--- src/logic/dtoc_consts.vh ---
`ifndef DTOC_CONSTS_VH
`define DTOC_CONSTS_VH

// ----------------------------------------
// register offsets
// ----------------------------------------
`define DTOC_OFS_LOCK 16'h8300
`define DTOC_OFS_TIMING_CFG 16'h8304
`define DTOC_OFS_OUTPUT_CFG 16'h830c
`define DTOC_OFS_IRQ_STATUS 16'h8340
`define DTOC_OFS_IRQ_MASK 16'h8344
`define DTOC_OFS_H_TOTAL 16'h8350
`define DTOC_OFS_H_SYNC 16'h8354
`define DTOC_OFS_V_TOTAL 16'h8358
`define DTOC_OFS_V_SYNC 16'h835c

// ----------------------------------------
// timing configuration fields
// ----------------------------------------
`define DTOC_TC_PIXEL_PORT_EN 0
`define DTOC_TC_VSYNC_EN 1
`define DTOC_TC_HSYNC_EN 2
`define DTOC_TC_BLANK_EN 3
`define DTOC_TC_DDC_CLK 4
`define DTOC_TC_TIMING_GEN_ENABLE_EN 5
`define DTOC_TC_VIRQ_EN 6
`define DTOC_TC_BLINK_EN 7
`define DTOC_TC_HSYNC_POL 8
`define DTOC_TC_VSYNC_POL 9
`define DTOC_TC_BLINK_RATE 16
`define DTOC_TC_RST 32'h00000000
`define DTOC_TC_WMASK 32'h000103ff

// ----------------------------------------
// output configuration fields
// ----------------------------------------
`define DTOC_OC_LB_MODE 15
`define DTOC_OC_LB_RW_SEL 14
`define DTOC_OC_RST 32'h00000000
`define DTOC_OC_WMASK 32'h0000ffff

// ----------------------------------------
// lock, interrupts, timing defaults
// ----------------------------------------
// unlock key value is arbitrary
`define DTOC_UNLOCK_KEY 32'h0000a5c3
`define DTOC_IRQ_VSYNC 0
`define DTOC_IRQ_REJECT 1
`define DTOC_IRQ_RST 2'h0
`define DTOC_H_TOTAL_RST 32'h03200280
`define DTOC_H_SYNC_RST 32'h02f00290
`define DTOC_V_TOTAL_RST 32'h020d01e0
`define DTOC_V_SYNC_RST 32'h01ec01ea
`define DTOC_CNT_MASK 32'h0fff0fff

`endif

--- src/logic/dtoc_blink.v ---
`timescale 1ns/10ps
`include "dtoc_consts.vh"

// ----------------------------------------
// frame based blink phase for cursor and text
// ----------------------------------------
module dtoc_blink (
	// clock and reset
	input wire core_clk_i,
	input wire sys_rst_i,
	input wire clear_i,
	// controls
	input wire frame_tick_i,
	input wire blink_enable_i,
	input wire blink_rate_select_i,
	// visibility
	output reg cursor_visible_o,
	output reg text_visible_o
);

	reg [5:0] frame_cnt;
	reg [5:0] next_frame_cnt;

	// frame counter advances once per vertical sync
	always @* begin
		next_frame_cnt = frame_cnt;
		if (frame_tick_i) begin
			next_frame_cnt = frame_cnt + 6'h01;
		end
	end

	// rate 0: cursor 8 of 16, text 16 of 32; rate 1 doubles both
	always @(posedge core_clk_i or posedge sys_rst_i) begin
		if (sys_rst_i) begin
			frame_cnt <= 6'h00;
			cursor_visible_o <= 1'b1;
			text_visible_o <= 1'b1;
		end else if (clear_i) begin
			frame_cnt <= 6'h00;
			cursor_visible_o <= 1'b1;
			text_visible_o <= 1'b1;
		end else begin
			frame_cnt <= next_frame_cnt;
			cursor_visible_o <= ~blink_enable_i |
				~(blink_rate_select_i ? frame_cnt[4] : frame_cnt[3]);
			text_visible_o <= ~blink_enable_i |
				~(blink_rate_select_i ? frame_cnt[5] : frame_cnt[4]);
		end
	end

endmodule // dtoc_blink

--- src/logic/dtoc_top.v ---
`timescale 1ns/10ps
`include "dtoc_consts.vh"

module dtoc_top (
	// clock and reset
	input wire core_clk_i,
	input wire sys_rst_i,
	// register port
	input wire [15:0] reg_addr_i,
	input wire [31:0] reg_wdata_i,
	input wire reg_write_i,
	input wire reg_read_i,
	output reg [31:0] reg_rdata_o,
	// power sequencing
	input wire panel_power_on_i,
	// display pins
	output reg crt_horizontal_sync_out_o,
	output reg crt_vertical_sync_out_o,
	output reg display_enable_out_o,
	output reg fp_hsync_o,
	output reg fp_vsync_o,
	output reg pixel_port_enable_o,
	// blink phase
	output wire cursor_visible_o,
	output wire text_blink_visible_o,
	// line buffer diagnostics
	output reg line_buffer_line_buffer_mode_a_o,
	output reg lb_wr_ptr_reset_o,
	output reg lb_write_addr_en_o,
	output reg lb_read_addr_en_o,
	// interrupts
	output reg vsync_irq_o,
	output wire irq_o
);

	// ----------------------------------------
	// register storage
	// ----------------------------------------
	reg [31:0] display_timing_config;
	reg [31:0] display_output_config;
	reg [31:0] h_total_cfg;
	reg [31:0] h_sync_cfg;
	reg [31:0] v_total_cfg;
	reg [31:0] v_sync_cfg;
	reg [1:0] irq_status;
	reg [1:0] irq_mask;
	reg unlocked;
	reg [1:0] next_irq_status;

	// decoded controls
	wire timing_gen_enable;
	wire vsync_irq_enable;
	wire blink_enable;
	wire blink_rate_select;
	wire ddc_serial_clock_bit;
	wire blank_enable;
	wire crt_horizontal_sync_out_enable;
	wire crt_vertical_sync_out_enable;
	wire pixel_port_enable;
	wire crt_horizontal_sync_out_polarity;
	wire crt_vertical_sync_out_polarity;
	wire line_buffer_mode_a;
	wire line_buffer_rw_select;

	// write decode
	wire wr_lock, wr_tc, wr_oc, wr_stat, wr_mask, wr_timing, timing_reject;

	// display domain
	wire disp_clear;
	reg [11:0] h_cnt, v_cnt, next_h_cnt, next_v_cnt;
	reg h_sync_raw, v_sync_raw, active_raw, v_sync_prev;
	wire frame_tick;
	reg ppe_prev;
	reg line_buffer_mode_a_prev;

	assign timing_gen_enable = display_timing_config[`DTOC_TC_TIMING_GEN_ENABLE_EN];
	assign vsync_irq_enable = display_timing_config[`DTOC_TC_VIRQ_EN];
	assign blink_enable = display_timing_config[`DTOC_TC_BLINK_EN];
	assign blink_rate_select = display_timing_config[`DTOC_TC_BLINK_RATE];
	assign ddc_serial_clock_bit = display_timing_config[`DTOC_TC_DDC_CLK];
	assign blank_enable = display_timing_config[`DTOC_TC_BLANK_EN];
	assign crt_horizontal_sync_out_enable = display_timing_config[`DTOC_TC_HSYNC_EN];
	assign crt_vertical_sync_out_enable = display_timing_config[`DTOC_TC_VSYNC_EN];
	assign pixel_port_enable = display_timing_config[`DTOC_TC_PIXEL_PORT_EN];
	assign crt_horizontal_sync_out_polarity = display_timing_config[`DTOC_TC_HSYNC_POL];
	assign crt_vertical_sync_out_polarity = display_timing_config[`DTOC_TC_VSYNC_POL];
	assign line_buffer_mode_a = display_output_config[`DTOC_OC_LB_MODE];
	assign line_buffer_rw_select = display_output_config[`DTOC_OC_LB_RW_SEL];

	// ----------------------------------------
	// write decode
	// ----------------------------------------
	// config registers only take writes while unlocked
	assign wr_lock = reg_write_i & (reg_addr_i == `DTOC_OFS_LOCK);
	assign wr_tc = reg_write_i & unlocked &
		(reg_addr_i == `DTOC_OFS_TIMING_CFG);
	assign wr_oc = reg_write_i & unlocked &
		(reg_addr_i == `DTOC_OFS_OUTPUT_CFG);
	assign wr_stat = reg_write_i & (reg_addr_i == `DTOC_OFS_IRQ_STATUS);
	assign wr_mask = reg_write_i & (reg_addr_i == `DTOC_OFS_IRQ_MASK);
	assign wr_timing = reg_write_i & unlocked &
		((reg_addr_i == `DTOC_OFS_H_TOTAL) |
		(reg_addr_i == `DTOC_OFS_H_SYNC) |
		(reg_addr_i == `DTOC_OFS_V_TOTAL) |
		(reg_addr_i == `DTOC_OFS_V_SYNC));
	assign timing_reject = wr_timing & timing_gen_enable;

	// ----------------------------------------
	// configuration registers
	// ----------------------------------------
	// lock register: writing the key unlocks, anything else locks
	always @(posedge core_clk_i or posedge sys_rst_i) begin
		if (sys_rst_i) begin
			unlocked <= 1'b1;
			display_timing_config <= `DTOC_TC_RST;
			display_output_config <= `DTOC_OC_RST;
			irq_mask <= `DTOC_IRQ_RST;
		end else begin
			if (wr_lock) begin
				unlocked <= (reg_wdata_i == `DTOC_UNLOCK_KEY);
			end
			if (wr_tc) begin
				display_timing_config <= reg_wdata_i & `DTOC_TC_WMASK;
			end
			if (wr_oc) begin
				display_output_config <= reg_wdata_i & `DTOC_OC_WMASK;
			end
			if (wr_mask) begin
				irq_mask <= reg_wdata_i[1:0];
			end
		end
	end

	// timing registers only change while the generator is stopped
	always @(posedge core_clk_i or posedge sys_rst_i) begin
		if (sys_rst_i) begin
			h_total_cfg <= `DTOC_H_TOTAL_RST;
			h_sync_cfg <= `DTOC_H_SYNC_RST;
			v_total_cfg <= `DTOC_V_TOTAL_RST;
			v_sync_cfg <= `DTOC_V_SYNC_RST;
		end else if (wr_timing & ~timing_gen_enable) begin
			case (reg_addr_i)
			`DTOC_OFS_H_TOTAL: h_total_cfg <= reg_wdata_i & `DTOC_CNT_MASK;
			`DTOC_OFS_H_SYNC: h_sync_cfg <= reg_wdata_i & `DTOC_CNT_MASK;
			`DTOC_OFS_V_TOTAL: v_total_cfg <= reg_wdata_i & `DTOC_CNT_MASK;
			`DTOC_OFS_V_SYNC: v_sync_cfg <= reg_wdata_i & `DTOC_CNT_MASK;
			default: h_total_cfg <= h_total_cfg;
			endcase
		end
	end

	// ----------------------------------------
	// timing generator
	// ----------------------------------------
	// synchronous clear rather than a derived async reset, so a
	// register write cannot glitch the display logic
	assign disp_clear = ~timing_gen_enable;

	// raster counters wrap at the programmed totals
	always @* begin
		next_h_cnt = h_cnt + 12'h001;
		next_v_cnt = v_cnt;
		if (h_cnt >= h_total_cfg[27:16] - 12'h001) begin
			next_h_cnt = 12'h000;
			next_v_cnt = v_cnt + 12'h001;
			if (v_cnt >= v_total_cfg[27:16] - 12'h001) begin
				next_v_cnt = 12'h000;
			end
		end
	end

	// counters and raw sync, active flags
	always @(posedge core_clk_i or posedge sys_rst_i) begin
		if (sys_rst_i) begin
			h_cnt <= 12'h000;
			v_cnt <= 12'h000;
			h_sync_raw <= 1'b0;
			v_sync_raw <= 1'b0;
			active_raw <= 1'b0;
			v_sync_prev <= 1'b0;
		end else if (disp_clear) begin
			h_cnt <= 12'h000;
			v_cnt <= 12'h000;
			h_sync_raw <= 1'b0;
			v_sync_raw <= 1'b0;
			active_raw <= 1'b0;
			v_sync_prev <= 1'b0;
		end else begin
			h_cnt <= next_h_cnt;
			v_cnt <= next_v_cnt;
			h_sync_raw <= (h_cnt >= h_sync_cfg[11:0]) &
				(h_cnt < h_sync_cfg[27:16]);
			v_sync_raw <= (v_cnt >= v_sync_cfg[11:0]) &
				(v_cnt < v_sync_cfg[27:16]);
			active_raw <= (h_cnt < h_total_cfg[11:0]) &
				(v_cnt < v_total_cfg[11:0]);
			v_sync_prev <= v_sync_raw;
		end
	end

	// one pulse at the leading edge of each vertical sync
	assign frame_tick = v_sync_raw & ~v_sync_prev;

	// ----------------------------------------
	// display outputs
	// ----------------------------------------
	// crt pins honour the power-saving enables; panel pins do not
	always @(posedge core_clk_i or posedge sys_rst_i) begin
		if (sys_rst_i) begin
			crt_horizontal_sync_out_o <= 1'b0;
			crt_vertical_sync_out_o <= 1'b0;
			display_enable_out_o <= 1'b0;
			fp_hsync_o <= 1'b0;
			fp_vsync_o <= 1'b0;
		end else begin
			crt_horizontal_sync_out_o <= crt_horizontal_sync_out_enable &
				(h_sync_raw ^ crt_horizontal_sync_out_polarity);
			// the serial clock takes over the pin while sync is off
			crt_vertical_sync_out_o <= crt_vertical_sync_out_enable ?
				(v_sync_raw ^ crt_vertical_sync_out_polarity) :
				ddc_serial_clock_bit;
			display_enable_out_o <= blank_enable & active_raw;
			fp_hsync_o <= panel_power_on_i & h_sync_raw;
			fp_vsync_o <= panel_power_on_i & v_sync_raw;
		end
	end

	// pixel port switches only on edges of its enable bit
	always @(posedge core_clk_i or posedge sys_rst_i) begin
		if (sys_rst_i) begin
			ppe_prev <= 1'b0;
			pixel_port_enable_o <= 1'b0;
		end else begin
			ppe_prev <= pixel_port_enable;
			if (pixel_port_enable & ~ppe_prev) begin
				pixel_port_enable_o <= 1'b1;
			end else if (~pixel_port_enable & ppe_prev) begin
				pixel_port_enable_o <= 1'b0;
			end
		end
	end

	// ----------------------------------------
	// blink phase
	// ----------------------------------------
	// blinking is frame based, so it clears to visible while the generator is stopped
	dtoc_blink u_blink (
		.core_clk_i(core_clk_i),
		.sys_rst_i(sys_rst_i),
		.clear_i(disp_clear),
		.frame_tick_i(frame_tick),
		.blink_enable_i(blink_enable),
		.blink_rate_select_i(blink_rate_select),
		.cursor_visible_o(cursor_visible_o),
		.text_visible_o(text_blink_visible_o)
	);

	// ----------------------------------------
	// line buffer diagnostics
	// ----------------------------------------
	// pointer reset is a one-cycle pulse on entering diagnostic mode
	always @(posedge core_clk_i or posedge sys_rst_i) begin
		if (sys_rst_i) begin
			line_buffer_mode_a_prev <= 1'b0;
			line_buffer_line_buffer_mode_a_o <= 1'b0;
			lb_wr_ptr_reset_o <= 1'b0;
			lb_write_addr_en_o <= 1'b0;
			lb_read_addr_en_o <= 1'b0;
		end else begin
			line_buffer_mode_a_prev <= line_buffer_mode_a;
			line_buffer_line_buffer_mode_a_o <= line_buffer_mode_a;
			lb_wr_ptr_reset_o <= line_buffer_mode_a & ~line_buffer_mode_a_prev;
			lb_write_addr_en_o <= line_buffer_mode_a &
				~line_buffer_rw_select;
			lb_read_addr_en_o <= line_buffer_mode_a &
				line_buffer_rw_select;
		end
	end

	// ----------------------------------------
	// interrupts
	// ----------------------------------------
	// vertical irq: armed by its enable, held until the enable drops
	always @(posedge core_clk_i or posedge sys_rst_i) begin
		if (sys_rst_i) begin
			vsync_irq_o <= 1'b0;
		end else if (~vsync_irq_enable) begin
			vsync_irq_o <= 1'b0;
		end else if (frame_tick) begin
			vsync_irq_o <= 1'b1;
		end
	end

	// sticky status, write one to clear; a new event beats the clear
	always @* begin
		next_irq_status = irq_status;
		if (wr_stat) begin
			next_irq_status = irq_status & ~reg_wdata_i[1:0];
		end
		if (frame_tick) begin
			next_irq_status[`DTOC_IRQ_VSYNC] = 1'b1;
		end
		if (timing_reject) begin
			next_irq_status[`DTOC_IRQ_REJECT] = 1'b1;
		end
	end

	always @(posedge core_clk_i or posedge sys_rst_i) begin
		if (sys_rst_i) begin
			irq_status <= `DTOC_IRQ_RST;
		end else begin
			irq_status <= next_irq_status;
		end
	end

	assign irq_o = |(irq_status & irq_mask);

	// ----------------------------------------
	// read back
	// ----------------------------------------
	// unmapped offsets read zero; reads have no side effects
	always @(posedge core_clk_i or posedge sys_rst_i) begin
		if (sys_rst_i) begin
			reg_rdata_o <= 32'h00000000;
		end else if (reg_read_i) begin
			case (reg_addr_i)
			`DTOC_OFS_LOCK: reg_rdata_o <= {31'h00000000, unlocked};
			`DTOC_OFS_TIMING_CFG: reg_rdata_o <= display_timing_config;
			`DTOC_OFS_OUTPUT_CFG:
				reg_rdata_o <= display_output_config;
			`DTOC_OFS_IRQ_STATUS: reg_rdata_o <= {30'h00000000, irq_status};
			`DTOC_OFS_IRQ_MASK: reg_rdata_o <= {30'h00000000, irq_mask};
			`DTOC_OFS_H_TOTAL: reg_rdata_o <= h_total_cfg;
			`DTOC_OFS_H_SYNC: reg_rdata_o <= h_sync_cfg;
			`DTOC_OFS_V_TOTAL: reg_rdata_o <= v_total_cfg;
			`DTOC_OFS_V_SYNC: reg_rdata_o <= v_sync_cfg;
			default: reg_rdata_o <= 32'h00000000;
			endcase
		end else begin
			reg_rdata_o <= 32'h00000000;
		end
	end

endmodule // dtoc_top

--- config.mk ---
export PLATFORM = sky130hd
export DESIGN_NAME = dtoc_top
export DESIGN_NICKNAME = d
export VERILOG_FILES = /design/src/logic/dtoc_blink.v /design/src/logic/dtoc_top.v
export VERILOG_INCLUDE_DIRS = /design/src /design/src/logic
export SDC_FILE = /design/constraint.sdc
export NUM_CORES = 1
export LEC_CHECK = 0
export BUFFER_PORTS_ARGS = -buffer_cell sky130_fd_sc_hd__buf_2
export CAP_MARGIN = 40
export CORE_ASPECT_RATIO = 1.1
export CORE_MARGIN = 3
export CORE_UTILIZATION = 55
export DETAILED_ROUTE_END_ITERATION = 8
export GPL_TIMING_DRIVEN = 0
export PLACE_DENSITY = 0.76
export SETUP_SLACK_MARGIN = 0.2
export SYNTH_ARGS = -nofsm -noshare
export SYNTH_HDL_FRONTEND = slang
export SYNTH_SLANG_ARGS = --single-unit
--- constraint.sdc ---
create_clock -name core_clk_i -period 7.01 [get_ports core_clk_i]
set_input_delay 0.701 -clock core_clk_i [delete_from_list [all_inputs] [get_ports core_clk_i]]
set_output_delay 0.701 -clock core_clk_i [all_outputs]
set_load 0.01 [all_outputs]
==> flow_summary.json <==
{
  "status": "finished, final reports clean",
  "crit_fanout": 10,
  "ys_top_cells_by_count": "168 x dfrtp_1, 98 x ha_1, 86 x mux2_2, 75 x inv_1, 58 x nand3_1",
  "cp-end-kind": "register",
  "syn_avg_cell_area_um2": 10.9,
  "crit_type": "reg2reg",
  "hold_path_class": "in2async",
  "die_h_um": 157,
  "drt_iter0_markers": 625,
  "critPathArrivalTime_ns": 4.05,
  "peakVddDrop_uv": 184,
  "synth_area_mm2": 0.0114,
  "wl_per_cell_um": 21.5,
  "worstSetupStartpointType": "register",
  "start_util_pct": 56.6,
  "cts_tree": "yes",
  "vias_per_cell": 6.23,
  "crit_top_cell": "nor4_1",
  "p_per_area_mw_per_mm2": 196,
  "fillers": 1571,
  "grt_usage_pct": 27.6,
  "leakage_nw": 6.41,
  "yosysMostFrequentCell": "dfrtp_1",
  "n_antenna_cell": 0,
  "first_global_vias": 8753,
  "htree_levels": 1,
  "postCtsSetupBuffers": 0,
  "rsz0062_at_grt": "no",
  "io_pins": 99,
  "dieWidth_um": 143,
  "p_total_mw": 2.55,
  "cp_top_family": "compound AO/OA/AOI/OAI gates",
  "dieArea_mm2": 0.0224,
  "yosysWarnings": 0,
  "async_reset_ff_share_pct": 100,
  "overflow": 0,
  "worst-path-buf-inv": 1,
  "clk_path_buf_depth": 3,
  "final_cells": 1437,
  "cts-root-buf": "clkbuf_16",
  "multi_input_area_mm2": 0.00571,
  "period_minus_slack_ns": 3.66,
  "synthTopCellsByArea": "dfrtp_1 37%, ha_1 11%, mux2_2 8.5%, dfstp_2 8.3%, a22oi_1 3.4%",
  "rrSetupSlack_ns": 3.35,
  "crit_slowest_cell": "a2111oi_0",
  "ys_ff_latch": 204,
  "ys_seq_area_share_pct": 45.3,
  "fin_util_pct": 64.9,
  "critical_path_required_ns": 7.40,
  "final.period_utilization_pct": 52.3,
  "grt_first_pass_wirelength_um": 48000,
  "grt_max_degree": 109,
  "ys_types": 65,
  "via_count": 8956,
  "insertion_delay_ns": 0.52,
  "cpPeakStageDelay_ns": 0.56,
  "whs_ns": 0.307,
  "seqCellArea_mm2": 0.00515,
  "first_pass_iters": 5,
  "num_rows": 54,
  "drive_gt1_share_pct": 26.1,
  "tightestPinTransition_ns": 0.864,
  "timing_hold_violations_final": 0,
  "post_cts_resized": 0,
  "setup_violations": 0,
  "gp_congestion": 0.968,
  "layout.nets": 1319,
  "crit_chain": "nor4_1 > nand2_1 > nor4_1 > xnor2_1 > ha_1 > a21oi_1 > nor2_1 > a2111oi_0 > o21ai_1 > clkbuf_1 > nand4_1 > nand3_1",
  "clk_pin_slew_ns": 0.06,
  "synth_top_cell_area_share_pct": 37.0,
  "maxSlewViolCount": 0,
  "synth_flop_cell": "dfrtp_1",
  "yosys.area.top_type": "dfrtp_1",
  "cts.sinks": 204,
  "synthCells": 1047,
  "antenna_found_initial": 0,
  "cts_buffers": 23,
  "cap_violations": 0,
  "finClkSkew_ns": 0.0151,
  "ant_nets": 0,
  "dpl.cell_count": 1395,
  "relSlewSlack_pct": 42.0,
  "synthToLayoutAreaGrowth_pct": 14.6,
  "fmax_mhz": 273,
  "portBuffers": 91,
  "post-route-drc-count": 0,
  "routed_wl_um": 30900,
  "holdBufCountCts": 0,
  "synth-edff-count": 0,
  "core_mm2": 0.0201,
  "dp_hpwl_um": 22700
}
==> worst paths after layout <==
| kind | to | start | depth (start not counted) |
|---|---|---|---|
| min | v_sync_raw$_DFF_PP0_ | sys_rst_i | 2 |
| min in group core_clk_i | fp_vsync_o$_DFF_PP0_ | panel_power_on_i | 2 |
| max | v_cnt[5]$_DFFE_PP0P_ | h_total_cfg[18]$_DFFE_PP0P_ | 12 |
| max reg2reg | v_cnt[5]$_DFFE_PP0P_ | h_total_cfg[18]$_DFFE_PP0P_ | 12 |
| min reg2reg | lb_wr_ptr_reset_o$_DFF_PP0_ | line_buffer_mode_a_prev$_DFF_PP0_ | 1 |
| max in group asynchronous | v_total_cfg[18]$_DFFE_PP1P_ | sys_rst_i | 3 |
==> layout by cell type, fill, tap and decap left out, types with 23 or more instances in the layout <==
cell	instances
mux2_2	86
clkbuf_1	29
ha_1	98
o21ai_0	44
buf_2	98
nand4_1	34
nor2_1	49
dfstp_2	36
nand3_1	58
dfrtp_1	168
a22oi_1	51
inv_1	74
clkbuf_16	23
a21oi_1	42
nand2_1	36
==> kinds of logic (layout without fill, tap and decap cells) <==
kind of cell	count (synthesis)	count (layout)	synth area share [%]
and+or+nand+nor	286	286	14.2
DFF	204	204	45.3
AOI/OAI and AO/OA	194	194	10.9
buffers and inverters	120	255	4.56
muxes	108	108	11.3
adders and majority gates	98	98	10.8
xor gates and xnor gates	36	36	2.77
other	1	4	0.0330
==> worst register-to-register path, delay by kind of cell, from the launching register on <==
family / cells / cell delay (ns)
flip-flops: 1 / 0.47
XOR/XNOR: 1 / 0.16
AND/OR/NAND/NOR: 6 / 1.11
buffers and inverters: 1 / 0.38
adder cells (fa/ha/maj): 1 / 0.26
AO/OA/AOI/OAI: 3 / 1.15
==> sequential cells by signal, summed over array words and instances, names as in the netlist, 2 cells and up <==
| register | cells |
|---|---|
| h_total_cfg | 24 |
| irq_mask | 2 |
| display_output_config | 16 |
| v_total_cfg | 24 |
| reg_rdata_o | 28 |
| display_timing_config | 11 |
| v_sync_cfg | 24 |
| h_sync_cfg | 24 |
| v_cnt | 12 |
| u_blink.frame_cnt | 6 |
| irq_status | 2 |
| h_cnt | 12 |
==> routing by layer <==
| metal | wire length, um | global-route usage, % |
|---|---|---|
| met1 | 12400 | 35.1 |
| met2 | 15000 | 47.2 |
| met3 | 2260 | 4.34 |
| met4 | 1230 | 10.9 |
| met5 | 0 | 0 |
==> per-stage QoR <==
stage | worst slack, ns | setup TNS (ns) | area (um2)
5_1_grt | 2.93 | 0 | 13000
3_3_place_gp | -1.34 | -222.09 | 12100
3_5_place_dp | 3.40 | 0 | 12200
4_1_cts | 3.39 | 0 | 13000
6_report | 3.35 | 0 | 13000
2_1_floorplan | 0.801 | 0 | 11400
==> where the power goes <==
part           total [mW]  internal (mW)  switching [mW]
registers            1.18           1.18      0.00000387
logic              0.0714         0.0185          0.0528
clock network        1.30          0.798           0.505
==> layout make-up <==
type                            instances  share of cell area (%)
Clock buffer                           27                    4.84
Tap cell                              252                    2.42
Clock inverter                         15                    1.58
Buffer                                 45                    1.82
Timing Repair Buffer                   93                    3.75
Multi-Input combinational cell        726                    43.8
Sequential cell                       204                    39.6
Inverter                               75                    2.22
(Power assumes the default switching activity.)
